$ cat src/hdl/flash_ecc_map.vh
/*
  register offsets, field positions, reset values and timing counts
  of the flash page-mode and NAND ECC register block.
  assumes 32-bit APB, one register per aligned word.
*/
`ifndef FLASH_ECC_MAP_VH
`define FLASH_ECC_MAP_VH

// register byte offsets
`define OFS_PAGE_CTRL     12'h000
`define OFS_EVEN_PAR      12'h004
`define OFS_ODD_PAR       12'h008
`define OFS_QUAD_LOAD     12'h00c
`define OFS_QUAD_RES1     12'h010
`define OFS_NAND_CTRL     12'h014
`define OFS_PAR_SEL       12'h018
`define OFS_STATUS        12'h01c

// page control fields
`define TOP_WAIT_HI       15
`define TOP_WAIT_LO       10
`define TOP_LEN_BIT       9
`define TOP_ON_BIT        8
`define THIRD_WAIT_HI     7
`define THIRD_WAIT_LO     2
`define THIRD_LEN_BIT     1
`define THIRD_ON_BIT      0
`define PAGE_CTRL_RESET   16'hfcfc

// nand control fields
`define QUAD_GO_BIT       12
`define PAR_GO_LO         8
`define QUAD_SEL_HI       5
`define QUAD_SEL_LO       4
`define WIDE16_BIT        0

// field widths and counts
`define PAR_W             12
`define QUAD_W            10
`define PAGE_WORDS_SHORT  4'h4
`define PAGE_WORDS_LONG   4'h8

`endif

$ cat src/hdl/flash_ecc_page_mode_regs.v
/*
  APB register block for upper chip select page-mode reads and NAND
  1-bit parity and 4-bit ECC load/result.
  assumes an APB master, 32-bit data, NAND data words on nand_* ports,
  and the 4-bit ECC engine outside supplying its first value.
*/
`include "flash_ecc_map.vh"

// Overview of operation
// - top select samples after wait plus one
// - page length bit picks 4 or 8 words
// - page enable bit turns page reads on
// - low byte holds third select settings
// - even and odd parity, upper bits zero
// - 8-bit: three column, rest row parities
// - 16-bit: four column, rest row parities
// - weight 2^k stored at bit k
// - software loads 10-bit values for syndrome
// - first ECC or syndrome value is shown
// - parity go set by 1, cleared on read
// - 2-bit field selects 4-bit ECC select
// - quad go cleared only by a read of the first result register
module flash_ecc_page_mode_regs
#(
  parameter NSEL = 4
)
(
  // apb
  input  wire        pclk,
  input  wire        presetn,
  input  wire        psel,
  input  wire        penable,
  input  wire        pwrite,
  input  wire [11:0] paddr,
  input  wire [31:0] pwdata,
  output reg  [31:0] prdata,
  output reg         pready,
  output reg         pslverr,
  // nand data path
  input  wire        nand_valid,
  input  wire [1:0]  nand_select,
  input  wire [15:0] nand_data,
  input  wire [10:0] nand_word_index,
  input  wire [9:0]  quad_ecc_result_first,
  // nor page reads
  input  wire        chip_select_three_pin,
  input  wire        chip_select_four_pin,
  output reg         third_sample_q,
  output reg         top_sample_q,
  // quad ecc engine
  output reg  [9:0]  quad_ecc_load_value,
  output reg         quad_ecc_load_strobe_q,
  output reg         quad_ecc_go,
  output reg  [1:0]  quad_ecc_select_choice
);

  ////////////////////////////////////////////////////////////////////
  reg  [15:0]         page_ctrl_q;
  reg  [NSEL-1:0]     parity_accumulate_go;
  reg                 wide16_q;
  reg  [1:0]          par_view_q;
  reg  [9:0]          res1_q;
  reg                 cs3_q;
  reg                 cs4_q;
  wire                wr;
  wire                rd;
  wire                third_smp;
  wire                top_smp;
  wire                third_busy;
  wire                top_busy;
  wire [5:0]          top_select_page_wait;
  wire [5:0]          third_select_page_wait;
  wire                top_select_page_length;
  wire                third_select_page_length;
  wire                top_select_page_read_on;
  wire                third_select_page_read_on;
  wire [`PAR_W-1:0]   even_par [0:NSEL-1];
  wire [`PAR_W-1:0]   odd_par  [0:NSEL-1];
  wire                par_rd;
  // address decode and read mux
  wire                setup;
  wire                hit_page;
  wire                hit_even;
  wire                hit_odd;
  wire                hit_load;
  wire                hit_res1;
  wire                hit_ctrl;
  wire                hit_view;
  wire                hit_stat;
  wire                wr_ctrl;
  wire [NSEL-1:0]     par_start;
  reg  [31:0]         rdata_d;
  reg                 rerr_d;

  assign wr = psel && penable && pwrite;
  assign rd = psel && penable && !pwrite;
  assign setup = psel && !penable;

  // address decode, one hit per register word
  assign hit_page = (paddr == `OFS_PAGE_CTRL);
  assign hit_even = (paddr == `OFS_EVEN_PAR);
  assign hit_odd  = (paddr == `OFS_ODD_PAR);
  assign hit_load = (paddr == `OFS_QUAD_LOAD);
  assign hit_res1 = (paddr == `OFS_QUAD_RES1);
  assign hit_ctrl = (paddr == `OFS_NAND_CTRL);
  assign hit_view = (paddr == `OFS_PAR_SEL);
  assign hit_stat = (paddr == `OFS_STATUS);
  assign wr_ctrl  = wr && hit_ctrl;

  // top select wait in upper field
  assign top_select_page_wait      = page_ctrl_q[`TOP_WAIT_HI:`TOP_WAIT_LO];
  assign top_select_page_length    = page_ctrl_q[`TOP_LEN_BIT];
  assign top_select_page_read_on   = page_ctrl_q[`TOP_ON_BIT];
  // third select mirrors layout in low byte
  assign third_select_page_wait    = page_ctrl_q[`THIRD_WAIT_HI:`THIRD_WAIT_LO];
  assign third_select_page_length  = page_ctrl_q[`THIRD_LEN_BIT];
  assign third_select_page_read_on = page_ctrl_q[`THIRD_ON_BIT];

  // parity register read clears its go bit
  assign par_rd = rd && (hit_even || hit_odd);

  ////////////////////////////////////////////////////////////////////
  page_read_timer u_third
  (
    .pclk         (pclk),
    .presetn      (presetn),
    .page_wait    (third_select_page_wait),
    .page_length  (third_select_page_length),
    .page_read_on (third_select_page_read_on),
    .read_start   (chip_select_three_pin && !cs3_q),
    .sample_q     (third_smp),
    .busy_q       (third_busy)
  );

  page_read_timer u_top
  (
    .pclk         (pclk),
    .presetn      (presetn),
    .page_wait    (top_select_page_wait),
    .page_length  (top_select_page_length),
    .page_read_on (top_select_page_read_on),
    .read_start   (chip_select_four_pin && !cs4_q),
    .sample_q     (top_smp),
    .busy_q       (top_busy)
  );

  // one parity pair per chip select
  genvar g;
  generate
    for (g = 0; g < NSEL; g = g + 1)
    begin : g_par
      // go rising from 0 clears the pair first
      assign par_start[g] = wr_ctrl && pwdata[`PAR_GO_LO+g] && !parity_accumulate_go[g];

      parity_accum u_acc
      (
        .pclk       (pclk),
        .presetn    (presetn),
        .clear      (par_start[g]),
        .enable     (parity_accumulate_go[g]),
        .wide16     (wide16_q),
        .data_valid (nand_valid && (nand_select == g)),
        .data       (nand_data),
        .word_index (nand_word_index),
        .even_q     (even_par[g]),
        .odd_q      (odd_par[g])
      );
    end
  endgenerate

  ////////////////////////////////////////////////////////////////////
  always @(posedge pclk or negedge presetn)
  begin
    if (!presetn)
    begin
      page_ctrl_q            <= `PAGE_CTRL_RESET;
      parity_accumulate_go   <= {NSEL{1'b0}};
      wide16_q               <= 1'b0;
      par_view_q             <= 2'h0;
      quad_ecc_load_value    <= 10'h000;
      quad_ecc_load_strobe_q <= 1'b0;
      quad_ecc_go            <= 1'b0;
      quad_ecc_select_choice <= 2'h0;
    end
    else
    begin
      quad_ecc_load_strobe_q <= 1'b0;
      // read clears go of the viewed select
      if (par_rd)
        parity_accumulate_go[par_view_q] <= 1'b0;
      if (rd && (paddr == `OFS_QUAD_RES1))
        quad_ecc_go <= 1'b0;
      if (wr)
      begin
        case (paddr)
          // zero wait not guarded, software keeps it nonzero
          `OFS_PAGE_CTRL: page_ctrl_q <= pwdata[15:0];
          // each load write feeds the syndrome engine
          `OFS_QUAD_LOAD:
          begin
            quad_ecc_load_value    <= pwdata[`QUAD_W-1:0];
            quad_ecc_load_strobe_q <= 1'b1;
          end
          `OFS_NAND_CTRL:
          begin
            // write 1 sets, write 0 no effect
            parity_accumulate_go <= parity_accumulate_go
                                    | pwdata[`PAR_GO_LO+NSEL-1:`PAR_GO_LO];
            if (pwdata[`QUAD_GO_BIT])
              quad_ecc_go <= 1'b1;
            // select code 0..3 maps to selects
            quad_ecc_select_choice <= pwdata[`QUAD_SEL_HI:`QUAD_SEL_LO];
            wide16_q <= pwdata[`WIDE16_BIT];
          end
          `OFS_PAR_SEL: par_view_q <= pwdata[1:0];
          default: ;
        endcase
      end
    end
  end

  ////////////////////////////////////////////////////////////////////
  // pin edge history and registered sample pulses
  always @(posedge pclk or negedge presetn)
  begin
    if (!presetn)
    begin
      cs3_q          <= 1'b0;
      cs4_q          <= 1'b0;
      third_sample_q <= 1'b0;
      top_sample_q   <= 1'b0;
    end
    else
    begin
      cs3_q          <= chip_select_three_pin;
      cs4_q          <= chip_select_four_pin;
      third_sample_q <= third_smp;
      top_sample_q   <= top_smp;
    end
  end

  // capture first value while engine runs
  always @(posedge pclk or negedge presetn)
  begin
    if (!presetn)
      res1_q <= 10'h000;
    else if (quad_ecc_go)
      res1_q <= quad_ecc_result_first;
  end

  ////////////////////////////////////////////////////////////////////
  // read mux, looked up in the setup cycle
  always @*
  begin
    rdata_d = 32'h00000000;
    rerr_d  = 1'b0;
    if (hit_page)
      rdata_d = {16'h0000, page_ctrl_q};
    else if (hit_even)
      rdata_d = {20'h00000, even_par[par_view_q]};
    else if (hit_odd)
      rdata_d = {20'h00000, odd_par[par_view_q]};
    else if (hit_load)
      rdata_d = {22'h0, quad_ecc_load_value};
    else if (hit_res1)
      rdata_d = {22'h0, res1_q};
    else if (hit_ctrl)
      rdata_d = {19'h0, quad_ecc_go, parity_accumulate_go,
                 2'h0, quad_ecc_select_choice, 3'h0, wide16_q};
    else if (hit_view)
      rdata_d = {30'h0, par_view_q};
    else if (hit_stat)
      rdata_d = {30'h0, top_busy, third_busy};
    else
      rerr_d = 1'b1;
  end

  // answer in the access cycle, never a wait state
  always @(posedge pclk or negedge presetn)
  begin
    if (!presetn)
    begin
      prdata  <= 32'h00000000;
      pready  <= 1'b0;
      pslverr <= 1'b0;
    end
    else
    begin
      // pslverr and prdata pulse with pready only
      pready  <= setup;
      pslverr <= setup && rerr_d;
      prdata  <= setup ? rdata_d : 32'h00000000;
    end
  end

endmodule // flash_ecc_page_mode_regs

$ cat src/hdl/page_read_timer.v
/*
  page-mode read timer for one chip select: counts wait+1 cycles per word
  and walks through a 4- or 8-word page.
  assumes wait is never zero and read_start is a one-cycle pulse.
*/
`include "flash_ecc_map.vh"

module page_read_timer
(
  // clock and reset
  input  wire       pclk,
  input  wire       presetn,
  // settings
  input  wire [5:0] page_wait,
  input  wire       page_length,
  input  wire       page_read_on,
  // control and result
  input  wire       read_start,
  output reg        sample_q,
  output reg        busy_q
);

  reg  [6:0] cnt_q;
  reg  [3:0] word_q;
  wire [3:0] words;

  assign words = page_length ? `PAGE_WORDS_LONG : `PAGE_WORDS_SHORT;

  always @(posedge pclk or negedge presetn)
  begin
    if (!presetn)
    begin
      cnt_q    <= 7'h00;
      word_q   <= 4'h0;
      sample_q <= 1'b0;
      busy_q   <= 1'b0;
    end
    else
    begin
      sample_q <= 1'b0;
      // only runs when page mode is on
      if (!busy_q && read_start && page_read_on)
      begin
        busy_q <= 1'b1;
        cnt_q  <= 7'h00;
        word_q <= 4'h0;
      end
      else if (busy_q)
      begin
        // sample after wait plus one cycles
        if (cnt_q == {1'b0, page_wait})
        begin
          sample_q <= 1'b1;
          cnt_q    <= 7'h00;
          word_q   <= word_q + 4'h1;
          if (word_q == words - 4'h1)
            busy_q <= 1'b0;
        end
        else
          cnt_q <= cnt_q + 7'h01;
      end
    end
  end

endmodule // page_read_timer

$ cat src/hdl/parity_accum.v
/*
  1-bit Hamming parity accumulator for one chip select: even and odd
  parity over byte offset and bit position of each NAND data word.
  assumes data_valid marks one accepted data word per cycle.
*/
`include "flash_ecc_map.vh"

module parity_accum
(
  // clock and reset
  input  wire                 pclk,
  input  wire                 presetn,
  // control
  input  wire                 clear,
  input  wire                 enable,
  input  wire                 wide16,
  // data
  input  wire                 data_valid,
  input  wire [15:0]          data,
  input  wire [10:0]          word_index,
  // result
  output reg  [`PAR_W-1:0]    even_q,
  output reg  [`PAR_W-1:0]    odd_q
);

  reg  [`PAR_W-1:0] even_d;
  reg  [`PAR_W-1:0] odd_d;
  reg  [15:0]       lane;
  reg  [11:0]       addr;
  reg               par;
  integer           i;
  integer           k;

  // 8-bit: 3 column bits, rows from weight 8
  // 16-bit: 4 column bits, rows from weight 16
  always @*
  begin
    even_d = even_q;
    odd_d  = odd_q;
    lane   = wide16 ? data : {8'h00, data[7:0]};
    addr   = 12'h000;
    par    = 1'b0;
    for (i = 0; i < 16; i = i + 1)
    begin
      if (wide16)
        addr = {word_index[7:0], i[3:0]};
      else
        addr = {word_index[8:0], i[2:0]};
      par = lane[i];
      // weight 2^k sits at bit k
      for (k = 0; k < `PAR_W; k = k + 1)
      begin
        if (addr[k])
          odd_d[k] = odd_d[k] ^ par;
        else
          even_d[k] = even_d[k] ^ par;
      end
    end
  end

  always @(posedge pclk or negedge presetn)
  begin
    if (!presetn)
    begin
      even_q <= {`PAR_W{1'b0}};
      odd_q  <= {`PAR_W{1'b0}};
    end
    else if (clear)
    begin
      even_q <= {`PAR_W{1'b0}};
      odd_q  <= {`PAR_W{1'b0}};
    end
    else if (enable && data_valid)
    begin
      even_q <= even_d;
      odd_q  <= odd_d;
    end
  end

endmodule // parity_accum

$ cat config.mk
export PLATFORM = sky130hd
export DESIGN_NAME = flash_ecc_page_mode_regs
export DESIGN_NICKNAME = d
export VERILOG_FILES = /design/src/hdl/flash_ecc_page_mode_regs.v /design/src/hdl/page_read_timer.v /design/src/hdl/parity_accum.v
export VERILOG_INCLUDE_DIRS = /design/src /design/src/hdl
export SDC_FILE = /design/constraint.sdc
export NUM_CORES = 1
export LEC_CHECK = 0
export ABC_AREA = 1
export BUFFER_PORTS_ARGS = -buffer_cell sky130_fd_sc_hd__buf_2
export CAP_MARGIN = 20
export CORE_MARGIN = 2
export CORE_UTILIZATION = 40
export DETAILED_ROUTE_END_ITERATION = 12
export PLACE_DENSITY_LB_ADDON = 0.12
export SYNTH_ARGS = -nofsm -noshare
export SYNTH_HDL_FRONTEND = slang
export SYNTH_SLANG_ARGS = --single-unit
$ cat constraint.sdc
create_clock -name pclk -period 3.05 [get_ports pclk]
set_input_delay 0.61 -clock pclk [delete_from_list [all_inputs] [get_ports pclk]]
set_output_delay 0.61 -clock pclk [all_outputs]
set_load 0.05 [all_outputs]
==> flow_metrics.env <==
export IMPL_status="finished clean"
export IMPL_place_inst=2014
export IMPL_fin_crit_sh=0.825
export IMPL_antenna_found_initial=0
export IMPL_synth_area_um2=11500
export IMPL_area_growth_pct=14.6
export IMPL_cap_violations=0
export IMPL_mostFrequentLayoutCells="nand2_1 (366), inv_1 (213), nor2_1 (188)"
export IMPL_min_path_type="input port to asynchronous set/reset pin"
export IMPL_path_max_fanout=38
export IMPL_ys_dominant_reg_cell="dfrtp_1"
export IMPL_clk_latency_ns=0.44
export IMPL_r2r_end="g_par[3].u_acc.odd_q[8]$_DFFE_PN0P_"
export IMPL_firstDrtPassIters=7
export IMPL_cts_num_sinks=191
export IMPL_crit_required_ns=3.42
export IMPL_vias=10294
export IMPL_drt_wl_total_um=34100
export IMPL_n_antenna_cell=0
export IMPL_num_rows=61
export IMPL_end_kind="flip-flop"
export IMPL_grt_max_degree=69
export IMPL_final_common_cell="nand2_1"
export IMPL_maxSlewHeadroom=0.384
export IMPL_dieHeight_um=173
export IMPL_yosysSeqAreaShare=0.418
export IMPL_fin_cells=2046
export IMPL_fin_nets=1750
export IMPL_p_leak_nw=7.04
export IMPL_drt_iter0_markers=729
export IMPL_ctsHoldBuffers=0
export IMPL_path_clk_slew_ns=0.08
export IMPL_port_buffers=106
export IMPL_worst_slack_ns=0.534
export IMPL_p_total_mw=8.21
export IMPL_power_density_nw_per_um2=625
export IMPL_start_util=0.409
export IMPL_cts_root_buf="clkbuf_16"
export IMPL_post_cts_buffers=0
export IMPL_final_max_slew_viol_count=0
export IMPL_dieWidth_um=173
export IMPL_worstSetupPathType="flip-flop to flip-flop"
export IMPL_cp_start_kind="flip-flop"
export IMPL_worstMarginPinSlew_ns=0.922
export IMPL_final_antenna_net_count=0
export IMPL_holdWs_ns=0.168
export IMPL_synth_cells=1536
export IMPL_grt_use_total=0.229
export IMPL_multi_input_area_um2=5500
export IMPL_vias_per_cell=5.03
export IMPL_synth_edff_count=0
export IMPL_overflow=0
export IMPL_r2r_start="wide16_q$_DFFE_PN0P_"
export IMPL_post_drt_wl_per_cell_um=16.6
export IMPL_drive_gt1_frac=0.144
export IMPL_arrival_ns=2.88
export IMPL_place_area_um2=12600
export IMPL_cts_resized=0
export IMPL_seqCellArea_um2=4790
export IMPL_fin_area_um2=13100
export IMPL_clockBufferDepth=2
export IMPL_cts_tree="yes"
export IMPL_min_period_ns=2.52
export IMPL_ios=141
export IMPL_grt_first_pass_wirelength_um=53800
export IMPL_dieArea_um2=30000
export IMPL_drc=0
export IMPL_core_region_area_um2=28000
export IMPL_grt_pass1_vias=9791
export IMPL_dpl_worst_slack_ns=0.468
export IMPL_ys_warn_count=0
export IMPL_numCtsBuffers=17
export IMPL_fmax_ghz=0.397
export IMPL_fin_setup_tns_ns=0
export IMPL_synthArstFlopShare=1.00
export IMPL_r2r_cells=16
export IMPL_ir_drop_mv=0.353
export IMPL_fillers=2858
export IMPL_ctsHtreeMaxLevel=4
export IMPL_syn_avg_cell_area_um2=7.46
export IMPL_finalHoldViolations=0
export IMPL_finalCoreUtilization=0.469
export IMPL_reg2reg_slack_ns=0.53
export IMPL_gp_congestion=0.849
export IMPL_finalSetupViolCount=0
export IMPL_hpwl_um=24300
export IMPL_fin_skew_ns=0.0149
export IMPL_yosysUniqueCellTypes=46
export IMPL_ys_ff_latch=191
export IMPL_rsz0062_at_grt="no"
metal layers:
| layer | global-route usage | part of all wire | up-vias |
|---|---|---|---|
| met1 | 0.315 | 0.46 | 4861 |
| met5 | 0 | 0 | - |
| li1 | - | - | 5124 |
| met3 | 0.0364 | 0.047 | 51 |
| met2 | 0.370 | 0.46 | 258 |
| met4 | 0.0724 | 0.029 | 0 |
cell usage after synthesis, types with 3 or more instances:
library cell / number / share of area
dfstp_2: 12 / 0.028
o21ai_1: 5 / 0.0022
buf_2: 11 / 0.0048
nand3_2: 4 / 0.0035
buf_4: 28 / 0.018
nor3_2: 4 / 0.0035
inv_1: 213 / 0.070
o21ai_0: 102 / 0.045
a21oi_1: 28 / 0.012
o2111ai_1: 16 / 0.012
clkbuf_1: 27 / 0.0088
nor3_1: 12 / 0.0052
or2_2: 10 / 0.0055
nand2_4: 3 / 0.0029
o211ai_1: 4 / 0.0026
dfrtp_1: 179 / 0.39
and3_1: 4 / 0.0022
nor4_1: 3 / 0.0016
xor2_1: 82 / 0.063
nand4_1: 67 / 0.037
inv_2: 7 / 0.0023
nand2_1: 366 / 0.12
a221oi_1: 6 / 0.0046
ha_1: 4 / 0.0044
a211oi_1: 3 / 0.0020
o22ai_1: 39 / 0.021
nor2_1: 188 / 0.062
nand3_1: 50 / 0.022
mux2_2: 4 / 0.0039
xnor2_1: 30 / 0.023
nand2_2: 6 / 0.0033
worst max path at each step:
stage / from / endpoint / slack [ns] / cells past startpoint
floorplan: paddr[11] / g_par[0].u_acc.even_q[11]$_DFFE_PN0P_ / 1.00 / 12
global route: wide16_q$_DFFE_PN0P_ / g_par[1].u_acc.odd_q[7]$_DFFE_PN0P_ / 0.31 / 16
CTS: wide16_q$_DFFE_PN0P_ / g_par[3].u_acc.odd_q[8]$_DFFE_PN0P_ / 0.55 / 16
finish: wide16_q$_DFFE_PN0P_ / g_par[3].u_acc.odd_q[8]$_DFFE_PN0P_ / 0.53 / 16
detailed placement: nand_data[0] / g_par[1].u_acc.even_q[11]$_DFFE_PN0P_ / 0.47 / 17
global placement: nand_data[1] / g_par[0].u_acc.odd_q[7]$_DFFE_PN0P_ / 0.53 / 16
state kept, by name, summed over array words and instances, names as in the netlist, 2 cells and up:
name and count:
u_third.cnt_q 7, u_top.word_q 4, prdata 16, u_third.word_q 4
g_par.u_acc.even_q 48, u_top.cnt_q 7, par_view_q 2, res1_q 10
parity_accumulate_go 4, g_par.u_acc.odd_q 48, page_ctrl_q 16, quad_ecc_select_choice 2
quad_ecc_load_value 10
cell families after synthesis:
| family | Yosys count | synth area share |
|---|---|---|
| XOR/XNOR | 113 | 0.0870 |
| AO/OA/AOI/OAI | 211 | 0.107 |
| adder cells (fa/ha/maj) | 4 | 0.00437 |
| multiplexers | 4 | 0.00393 |
| other | 1 | 0.000327 |
| flip-flops | 191 | 0.418 |
| buffers and inverters | 290 | 0.106 |
| AND/OR/NAND/NOR | 722 | 0.272 |
power breakdown:
part           leakage [nW]  total, mW  internal [mW]  switching [mW]
clock network         0.280       2.22           1.10            1.13
logic                  4.49       2.53          0.959            1.57
registers              2.26       3.46           3.12           0.337
total                  7.04       8.21           5.18            3.03
layout make-up:
class,instances,area share
timing repair buffer,155,0.0729
tap,378,0.0360
inverter,220,0.0629
clock inverter,14,0.0115
sequential,191,0.365
clock buffer,18,0.0327
multi-input combinational,1070,0.419
critical path, cell delays in order (launching register included):
cell,delay [ns]
dfrtp_1,0.63
buf_4,0.28
nand2_4,0.06
nand2_1,0.05
nand2_1,0.08
nand2_1,0.09
nand2_1,0.05
nand2_1,0.08
nand2_1,0.05
nand2_1,0.09
nand2_1,0.13
nand2_4,0.20
buf_12,0.22
nand4_1,0.15
nand2_1,0.11
nand2_1,0.05
nor2_1,0.09
(Power assumes the default switching activity.)
